### src/logic/iwd_pkg.sv
/*
 * Shared constants for the instruction clock watchdog.
 * Assumes one clock domain; control inputs arrive from on-chip logic.
 */
// Notes on behaviour
// counter loads all ones, decrements per instruction clock
// one decrement per machine cycle exactly
// underflow from zero sets first flag
// second underflow unserviced sets second flag, reset low
// enable flag one keeps reset function active
// disable then service clears enable flag
// enable forced to one on reset, back-up
// service with first flag set clears it, skips
// service with first flag clear does not skip
// skip works even with watchdog disabled
// disable alone does not stop the watchdog
// power-down entry reinitialises first flag and counter
// watchdog enabled again after power-down return
// program services within 65534 machine cycles
// program services just before power-down
// program disables after every power-down return
// reset only if first flag and enable set
// disable pending only for the very next instruction
package iwd_pkg;
    localparam int          IWD_CNT_W    = 16;
    localparam logic [15:0] IWD_CNT_INIT = 16'hffff;
    localparam logic [15:0] IWD_CNT_ZERO = 16'h0000;
    localparam int          IWD_SERVICE_MAX = 65534;
endpackage

### src/logic/iwd_counter.sv
/*
 * Down-counter of the watchdog, one step per machine cycle.
 * Assumes the tick comes from the same clock as clk.
 */
`timescale 1ns/1ps
module iwd_counter
    import iwd_pkg::*;
(
    input  wire logic                 clk,
    input  wire logic                 reset_n,
    input  wire logic                 reinit,
    input  wire logic                 tick,
    output logic [IWD_CNT_W-1:0]      count,
    output logic                      underflow
);
    // reload on reset or power-down, else count down and wrap
    always_ff @(posedge clk)
    begin
        if (!reset_n || reinit)
            count <= IWD_CNT_INIT;           // see R1
        else if (tick)
            count <= count - 16'h0001;       // see R2 wraps to ffff
    end

    // underflow is the tick seen while at zero
    assign underflow = tick && (count == IWD_CNT_ZERO) && !reinit;
endmodule

### src/logic/iwd_watchdog.sv
/*
 * Instruction clock watchdog: counter, enable flag, two underflow flags,
 * service/disable instruction handling and system reset output.
 * Assumes the instruction sequencer gives one-cycle pulses on clk.
 */
`timescale 1ns/1ps
module iwd_watchdog
    import iwd_pkg::*;
(
    input  wire logic clk,
    input  wire logic reset_n,
    input  wire logic instr_tick,
    input  wire logic wdog_service_instr,
    input  wire logic wdog_disable_instr,
    input  wire logic ram_backup_entry,
    input  wire logic power_down_entry,
    output logic      skip_next_r,
    output logic      wdog_enable_flag_r,
    output logic      first_underflow_flag_r,
    output logic      second_underflow_flag_r,
    output logic      sys_reset_n_r
);
    logic [IWD_CNT_W-1:0] wdog_down_counter;
    logic                 underflow;
    logic                 disable_pending_r;
    logic                 fire;
    logic [IWD_CNT_W-1:0] ticks_since_uf_r;

    iwd_counter u_cnt (
        .clk       (clk),
        .reset_n   (reset_n),
        .reinit    (power_down_entry),
        .tick      (instr_tick),
        .count     (wdog_down_counter),
        .underflow (underflow)
    );

    // second underflow only counts when armed and enabled
    assign fire = underflow && first_underflow_flag_r && wdog_enable_flag_r;  // see R4

    // disable is remembered only until the next instruction
    always_ff @(posedge clk)
    begin
        if (!reset_n)
            disable_pending_r <= 1'b0;
        else if (instr_tick)
            disable_pending_r <= wdog_disable_instr;  // see R18
    end

    // enable flag; reset and back-up win over disable
    always_ff @(posedge clk)
    begin
        if (!reset_n || ram_backup_entry || power_down_entry)
            wdog_enable_flag_r <= 1'b1;               // see R7 see R13
        else if (instr_tick && wdog_service_instr && disable_pending_r)
            wdog_enable_flag_r <= 1'b0;
    end

    // first flag: underflow set wins over a service clear
    always_ff @(posedge clk)
    begin
        if (!reset_n || power_down_entry)
            first_underflow_flag_r <= 1'b0;
        else if (underflow)
            first_underflow_flag_r <= 1'b1;
        else if (instr_tick && wdog_service_instr)
            first_underflow_flag_r <= 1'b0;
    end

    // skip decided from the flag before the clear, regardless of enable
    always_ff @(posedge clk)
    begin
        if (!reset_n)
            skip_next_r <= 1'b0;
        else if (instr_tick)
            skip_next_r <= wdog_service_instr && first_underflow_flag_r;  // see R8 see R9
    end

    // second flag and reset pin; held until system reset clears them
    always_ff @(posedge clk)
    begin
        if (!reset_n)
        begin
            second_underflow_flag_r <= 1'b0;
            sys_reset_n_r           <= 1'b1;
        end
        else if (fire)
        begin
            second_underflow_flag_r <= 1'b1;
            sys_reset_n_r           <= 1'b0;
        end
    end

    property p_fire_resets;
        @(posedge clk) disable iff (!reset_n)
        fire |=> !sys_reset_n_r && second_underflow_flag_r;
    endproperty
    a_fire_resets: assert property (p_fire_resets) else $error("no reset on fire");

    property p_no_reset_disabled;
        @(posedge clk) disable iff (!reset_n)
        $fell(sys_reset_n_r) |-> $past(wdog_enable_flag_r) && $past(first_underflow_flag_r);
    endproperty
    a_no_reset_disabled: assert property (p_no_reset_disabled) else $error("bad reset");

    property p_uf_sets_first;
        @(posedge clk) disable iff (!reset_n)
        underflow |=> first_underflow_flag_r;
    endproperty
    a_uf_sets_first: assert property (p_uf_sets_first) else $error("flag not set");

    property p_skip;
        @(posedge clk) disable iff (!reset_n)
        instr_tick |=> skip_next_r == $past(wdog_service_instr && first_underflow_flag_r);
    endproperty
    a_skip: assert property (p_skip) else $error("skip wrong");

    // checker-only tick count since the last underflow or reload
    always_ff @(posedge clk)
    begin
        if (!reset_n || power_down_entry || underflow)
            ticks_since_uf_r <= 16'h0000;
        else if (instr_tick)
            ticks_since_uf_r <= ticks_since_uf_r + 16'h0001;
    end

    // pending disable spans idle cycles, so it is tracked, not sequenced
    property p_disable_pair;
        @(posedge clk) disable iff (!reset_n)
        instr_tick && wdog_service_instr && disable_pending_r
        && !ram_backup_entry && !power_down_entry |=> !wdog_enable_flag_r;
    endproperty
    a_disable_pair: assert property (p_disable_pair) else $error("not disabled");

    property p_pending_load;
        @(posedge clk) disable iff (!reset_n)
        instr_tick |=> disable_pending_r == $past(wdog_disable_instr);
    endproperty
    a_pending_load: assert property (p_pending_load) else $error("pending load");

    property p_pending_hold;
        @(posedge clk) disable iff (!reset_n)
        !instr_tick |=> $stable(disable_pending_r);
    endproperty
    a_pending_hold: assert property (p_pending_hold) else $error("pending moved");

    property p_disable_alone;
        @(posedge clk) disable iff (!reset_n)
        $fell(wdog_enable_flag_r) |->
        $past(instr_tick && wdog_service_instr && disable_pending_r);
    endproperty
    a_disable_alone: assert property (p_disable_alone) else $error("enable fell");

    property p_enable_rise;
        @(posedge clk) disable iff (!reset_n)
        $rose(wdog_enable_flag_r) |-> $past(ram_backup_entry || power_down_entry);
    endproperty
    a_enable_rise: assert property (p_enable_rise) else $error("enable rose");

    property p_enable_held;
        @(posedge clk) disable iff (!reset_n)
        !instr_tick && !ram_backup_entry && !power_down_entry |=> $stable(wdog_enable_flag_r);
    endproperty
    a_enable_held: assert property (p_enable_held) else $error("enable moved");

    property p_pd_enable;
        @(posedge clk) disable iff (!reset_n)
        power_down_entry |=> wdog_enable_flag_r;
    endproperty
    a_pd_enable: assert property (p_pd_enable) else $error("pd not enabled");

    property p_first_rise;
        @(posedge clk) disable iff (!reset_n)
        $rose(first_underflow_flag_r) |-> $past(underflow);
    endproperty
    a_first_rise: assert property (p_first_rise) else $error("flag rose");

    property p_first_fall;
        @(posedge clk) disable iff (!reset_n)
        $fell(first_underflow_flag_r) |->
        $past(power_down_entry || (instr_tick && wdog_service_instr));
    endproperty
    a_first_fall: assert property (p_first_fall) else $error("flag fell");

    property p_service_clears;
        @(posedge clk) disable iff (!reset_n)
        instr_tick && wdog_service_instr && !underflow |=> !first_underflow_flag_r;
    endproperty
    a_service_clears: assert property (p_service_clears) else $error("no clear");

    property p_skip_rise;
        @(posedge clk) disable iff (!reset_n)
        $rose(skip_next_r) |-> $past(first_underflow_flag_r);
    endproperty
    a_skip_rise: assert property (p_skip_rise) else $error("skip no flag");

    property p_skip_clear;
        @(posedge clk) disable iff (!reset_n)
        instr_tick && !wdog_service_instr |=> !skip_next_r;
    endproperty
    a_skip_clear: assert property (p_skip_clear) else $error("skip stuck");

    property p_skip_hold;
        @(posedge clk) disable iff (!reset_n)
        !instr_tick |=> $stable(skip_next_r);
    endproperty
    a_skip_hold: assert property (p_skip_hold) else $error("skip moved");

    property p_skip_disabled;
        @(posedge clk) disable iff (!reset_n)
        instr_tick && wdog_service_instr && first_underflow_flag_r
        && !wdog_enable_flag_r |=> skip_next_r;
    endproperty
    a_skip_disabled: assert property (p_skip_disabled) else $error("no skip");

    property p_second_sticky;
        @(posedge clk) disable iff (!reset_n)
        second_underflow_flag_r |=> second_underflow_flag_r;
    endproperty
    a_second_sticky: assert property (p_second_sticky) else $error("flag dropped");

    property p_reset_sticky;
        @(posedge clk) disable iff (!reset_n)
        !sys_reset_n_r |=> !sys_reset_n_r;
    endproperty
    a_reset_sticky: assert property (p_reset_sticky) else $error("reset dropped");

    property p_reset_pair;
        @(posedge clk) disable iff (!reset_n)
        sys_reset_n_r != second_underflow_flag_r;
    endproperty
    a_reset_pair: assert property (p_reset_pair) else $error("reset mismatch");

    property p_second_rise;
        @(posedge clk) disable iff (!reset_n)
        $rose(second_underflow_flag_r) |-> $past(fire);
    endproperty
    a_second_rise: assert property (p_second_rise) else $error("flag no fire");

    property p_no_tick_no_uf;
        @(posedge clk) disable iff (!reset_n)
        !instr_tick |-> !underflow;
    endproperty
    a_no_tick_no_uf: assert property (p_no_tick_no_uf) else $error("idle underflow");

    property p_no_uf_on_pd;
        @(posedge clk) disable iff (!reset_n)
        power_down_entry |-> !underflow;
    endproperty
    a_no_uf_on_pd: assert property (p_no_uf_on_pd) else $error("pd underflow");

    property p_uf_at_zero;
        @(posedge clk) disable iff (!reset_n)
        underflow |-> wdog_down_counter == IWD_CNT_ZERO;
    endproperty
    a_uf_at_zero: assert property (p_uf_at_zero) else $error("early underflow");

    property p_wrap;
        @(posedge clk) disable iff (!reset_n)
        underflow |=> wdog_down_counter == IWD_CNT_INIT;
    endproperty
    a_wrap: assert property (p_wrap) else $error("no wrap");

    // underflows are a full count apart, the last tick being the one at zero
    property p_uf_spacing;
        @(posedge clk) disable iff (!reset_n)
        underflow |-> ticks_since_uf_r == 16'(IWD_SERVICE_MAX + 1);
    endproperty
    a_uf_spacing: assert property (p_uf_spacing) else $error("uf spacing");

    property p_enable_force;
        @(posedge clk) disable iff (!reset_n)
        ram_backup_entry || power_down_entry |=> wdog_enable_flag_r;
    endproperty
    a_enable_force: assert property (p_enable_force) else $error("enable not forced");

    property p_pd_reinit;
        @(posedge clk) disable iff (!reset_n)
        power_down_entry |=> wdog_down_counter == IWD_CNT_INIT && !first_underflow_flag_r;
    endproperty
    a_pd_reinit: assert property (p_pd_reinit) else $error("no reinit");

    property p_count_step;
        @(posedge clk) disable iff (!reset_n)
        instr_tick && !power_down_entry |=>
        wdog_down_counter == 16'($past(wdog_down_counter) - 16'h0001);
    endproperty
    a_count_step: assert property (p_count_step) else $error("count step");

    property p_hold;
        @(posedge clk) disable iff (!reset_n)
        !instr_tick && !power_down_entry |=> $stable(wdog_down_counter);
    endproperty
    a_hold: assert property (p_hold) else $error("count moved");
endmodule

### config.mk
export PLATFORM = sky130hd
export DESIGN_NAME = iwd_watchdog
export DESIGN_NICKNAME = d
export VERILOG_FILES = /design/src/logic/iwd_pkg.sv /design/src/logic/iwd_counter.sv /design/src/logic/iwd_watchdog.sv
export SDC_FILE = /design/constraint.sdc
export NUM_CORES = 1
export LEC_CHECK = 0
export BUFFER_PORTS_ARGS = -buffer_cell sky130_fd_sc_hd__buf_2
export CAP_MARGIN = 20
export CORE_UTILIZATION = 63
export CTS_BUF_LIST = sky130_fd_sc_hd__clkbuf_4 sky130_fd_sc_hd__clkbuf_8
export CTS_CLUSTER_DIAMETER = 50
export CTS_CLUSTER_SIZE = 8
export DETAILED_ROUTE_END_ITERATION = 8
export PLACE_DENSITY = 0.85
export SETUP_SLACK_MARGIN = 0.2
export SLEW_MARGIN = 20
export SYNTH_ARGS = -nofsm -noshare
export SYNTH_HDL_FRONTEND = slang
export SYNTH_SLANG_ARGS = --single-unit
### constraint.sdc
create_clock -name clk -period 3.1 [get_ports clk]
set_input_delay 0 -clock clk [delete_from_list [all_inputs] [get_ports clk]]
set_output_delay 0 -clock clk [all_outputs]
set_load 0.02 [all_outputs]
After elaboration in Yosys (flattened, before gate mapping)
Cells that the tools add are included.

Word-level logic and storage cells: 24. Register bits: 22. Output and inout bits: 5.

Muxes and demuxes: 2. Add/sub/neg operators: 1. Reductions and logical operators: 14.

Operator list (count): zero test 16 bit (1); subtractor 16 x 1 -> 16 bit, second input constant (1); logical AND 1 bit (7); logical OR 1 bit (3); zero test 1 bit (2); two-way mux 1 bit (2); nonzero test 2 bit (1).

Logic depth before layout (Yosys ltp)
Depth in word-level cells: 5. Mapped depth: 5. Depth with buffers taken out: 5.

By module
A second synthesis with hierarchy kept.

Cells, all modules: 104. Area, all modules: 935.9 µm².

By module, submodules not included: iwd_counter (area an instance 720.7 µm², cells an instance 84, instances 1); iwd_watchdog (area an instance 215.2 µm², cells an instance 20, instances 1).

Worst setup path after synthesis
No wires, ideal clock.

Path type: reg-to-reg. Start point: register u_cnt.count[9]. End point: register sys_reset_n_r. Path buffers: 0. Stages on the path, launching flop included: 4. Arrival: 1.559 ns. Slack: 1.419 ns. Cells stage by stage: dfxtp_1 or4_4 or3_4 o32a_1.

Cells in the longest elaborated chain, start to end: 5.

Ends and longest elaborated chain: start, declared (line iwd_counter.sv:13) `output logic [IWD_CNT_W-1:0] count,`; start signal, assigned (line iwd_counter.sv:22) `count <= count - 16'h0001;`; zero test 16 bit (line iwd_counter.sv:26) `assign underflow = tick && (count == IWD_CNT_ZERO) && !reinit;`; logical AND 1 bit (2 in series) (line iwd_counter.sv:26); logical AND 1 bit (2 in series) (line iwd_watchdog.sv:39) `assign fire = underflow && first_underflow_flag_r && wdog_enable_flag_r;`; end signal, assigned (line iwd_watchdog.sv:85) `sys_reset_n_r <= 1'b1;`; end signal, assigned (line iwd_watchdog.sv:90) `sys_reset_n_r <= 1'b0;`; end, declared (line iwd_watchdog.sv:21) `output logic sys_reset_n_r`.

Every way passes these cells. A chain may end at the register's enable or synchronous reset.

Worst setup path after layout
Start point: register u_cnt.count[3]. End point: register sys_reset_n_r.

The elaborated chain is that of the path after synthesis.

==> qor.yml <==
fill_cells: 95
antenna_left: 0
vias: 866
core_um2: 1510
drt_first_iter_violations: 27
clkTransAtPathRegs_ps: 120
final_area_um2: 1140
maxCapViolCount: 0
crit_fanout: 14
yosys.area_share.simple_pct: 33.1
rsz0062_at_grt: "no"
worstPathCellList: "or4_4, or2_2, o32a_1"
synth_warnings: 0
synth_fp_nets: 119
hold_class: "in -> reg"
wl_per_cell_um: 14.5
routed_wl_mm: 2.04
die_w_um: 42.1
maxSlewHeadroom_pct: 35.1
ff_latch_area_um2: 440
synth_edf_count: 0
cp_top_family: "simple AND/OR/NAND/NOR gates"
clkLatencyLatePin_ps: 310
grt_pass1_vias: 747
grt_pass1_wl_mm: 3.29
yosysUniqueCellTypes: 31
path_buf_inv: 0
cp_slowest_cell: "or4_4"
min_period_over_period_pct: 58.8
async_flop_share_pct: 0
startpoint_type: "register"
clock_tree.buffer_depth: 2
fin_nets: 135
cts_tree: "built"
synth_fa_ha_area_share_pct: 1.24
cts_root_buf: "clkbuf_4"
first_pass_iters: 4
powerDensity_nw_per_um2: 388
drc: 0
min_from: "instr_tick"
drv_slew: 0
port_buffers: 11
synth_compound_area_share_pct: 10.1
ir_drop_uv: 256
viasPerCell: 6.14
numCtsBuffers: 3
io_pins: 12
holdPathStages: 2
synth.mux.area_fraction_pct: 6.92
hold_end: "u_cnt.count[0]"
die_h_um: 42.1
dpl_cell_area_um2: 1060
pre_cts_ws_ps: 1300
syn_area_um2: 1010
fin_crit_ps: 1820
finClkSkew_ps: 5.55
r2r_cells: 3
multi_input_area_um2: 529
cts_resized: 0
ys_dominant_reg_cell: "dfxtp_1"
setup_viol: 0
start_util_pct: 67.2
area_growth_pct: 12.5
required_ps: 3310
syn_avg_cell_area_um2: 9.12
syn_inst: 111
dieArea_um2: 1770
setup_tns_ps: 0
cts_num_sinks: 22
hpwl_mm: 1.30
worst_pin_slew_ps: 971
r2r_end: "sys_reset_n_r"
worst_ep_arrival_time_ps: 2040
grt-ovfl-total: 0
hold_viol: 0
r2r_slack_ps: 1280
drive_above_1_share_pct: 16.8
rows: 14
track_usage_pct: 24.4
fmax_mhz: 548
reg2reg_from: "u_cnt.count[3]"
synth_top_family_by_area: "simple AND/OR/NAND/NOR gates"
synth_xor_area_share_pct: 0.865
outcome: "finished clean"
worst-setup-path-type: "reg -> reg"
setup_slack_ps: 1280
grt_start_max_net_pins: 17
antenna_found_initial: 0
ys_seq_elements: 22
htreeDepth: 1
endpoint_kind: "register"
num_antenna_cells: 0
ys_seq_area_share_pct: 43.5
gp_congestion: 0.842
slowest_delay_ps: 640
leakage_nw: 0.395
worst register-to-register path: stages, from the launching register on:
cell and delay [ps]:
dfxtp_1 380, or4_4 640, or2_2 360, o32a_1 350
layout by cell type, fill, tap and decap left out, drive strengths merged, types with 2 or more instances in the layout:
master / Yosys / layout
or4: 7 / 7
inv: 3 / 3
nand2b: 2 / 2
and2: 6 / 6
o21ai: 4 / 4
nor4: 6 / 6
buf: 2 / 11
nor2: 7 / 7
a21oi: 2 / 2
nand3: 10 / 10
nand2: 7 / 7
or2: 3 / 3
o31ai: 5 / 5
or3: 4 / 4
clkbuf: 4 / 3
mux2i: 7 / 7
dfxtp: 22 / 22
dlygate4sd3: 0 / 6
cell type report:
cell class,instances,area share [%]
Sequential cell,22,38.7
Timing Repair Buffer,17,10.1
Clock buffer,3,1.98
Tap cell,16,1.76
Inverter,3,0.989
Multi-Input combinational cell,80,46.5
stage by stage:
| step | instances | power (W) | utilization, % | hold WS, ps |
|---|---|---|---|---|
| detailed placement | 132 | 0.000312 | 70.1 | 208 |
| global route | 141 | 0.000454 | 75.6 | 64.9 |
| CTS | 141 | 0.000441 | 75.6 | 31.6 |
| finish | 141 | 0.000441 | 75.6 | 34.4 |
| global placement | 132 | 0.000311 | 70.1 | 181 |
| floorplan | 111 | 0.000305 | - | 94.4 |
logic make-up (layout without fill, tap and decap cells):
group,after synthesis,count (layout)
flops,22,22
mux,7,7
simple gates,56,56
buf+inv,9,23
fa+ha+maj,1,1
compound gates,15,15
xor+xnor,1,1
cells in the mapped netlist, drive strengths merged (4+ instances only):
library cell,count,area share [%]
dfxtp,22,44
nand3,10,4.9
mux2i,7,6.9
nand2,7,2.6
nor2,7,2.6
or4,7,5.9
and2,6,3.7
nor4,6,3.7
o31ai,5,3.7
clkbuf,4,1.5
o21ai,4,2.0
or3,4,3.1
worst max path at each step:
stage / from / endpoint / slack, ps / depth (start not counted)
floorplan: u_cnt.count[9] / sys_reset_n_r / 1420 / 3
finish: u_cnt.count[3] / sys_reset_n_r / 1280 / 3
global placement: u_cnt.count[3] / sys_reset_n_r / 1350 / 3
CTS: u_cnt.count[3] / sys_reset_n_r / 1280 / 3
global route: u_cnt.count[0] / sys_reset_n_r / 1210 / 5
detailed placement: u_cnt.count[3] / sys_reset_n_r / 1300 / 3
power breakdown:
| part | leakage [nW] | internal (W) | total [W] | switching [W] |
|---|---|---|---|---|
| Sequential | 0.178 | 0.000284 | 0.000285 | 0.000000868 |
| Clock | 0.0138 | 0.0000454 | 0.000130 | 0.0000845 |
| Combinational | 0.203 | 0.0000126 | 0.0000263 | 0.0000137 |
| Total | 0.395 | 0.000342 | 0.000441 | 0.0000991 |
flip-flops by register name, summed over array words and instances (netlist names):
register                 flops
disable_pending_r            1
first_underflow_flag_r       1
second_underflow_flag_r      1
skip_next_r                  1
sys_reset_n_r                1
u_cnt.count                 16
wdog_enable_flag_r           1
timing repair:
action	CTS	global route
buffers inserted	0	0
endpoints found under the hold margin	4	0
hold buffers	6	0
routing by layer:
| metal | routed length [µm] | vias up | part of all wire, % | global-route usage (%) |
|---|---|---|---|---|
| met4 | 48 | 0 | 2.3 | 11.3 |
| met5 | 0 | - | 0 | 0 |
| met1 | 915 | 398 | 45 | 31.6 |
| met2 | 996 | 25 | 49 | 40.6 |
| li1 | - | 436 | - | - |
| met3 | 83 | 7 | 4.1 | 3.02 |
Power figures use the tool's default switching activity.
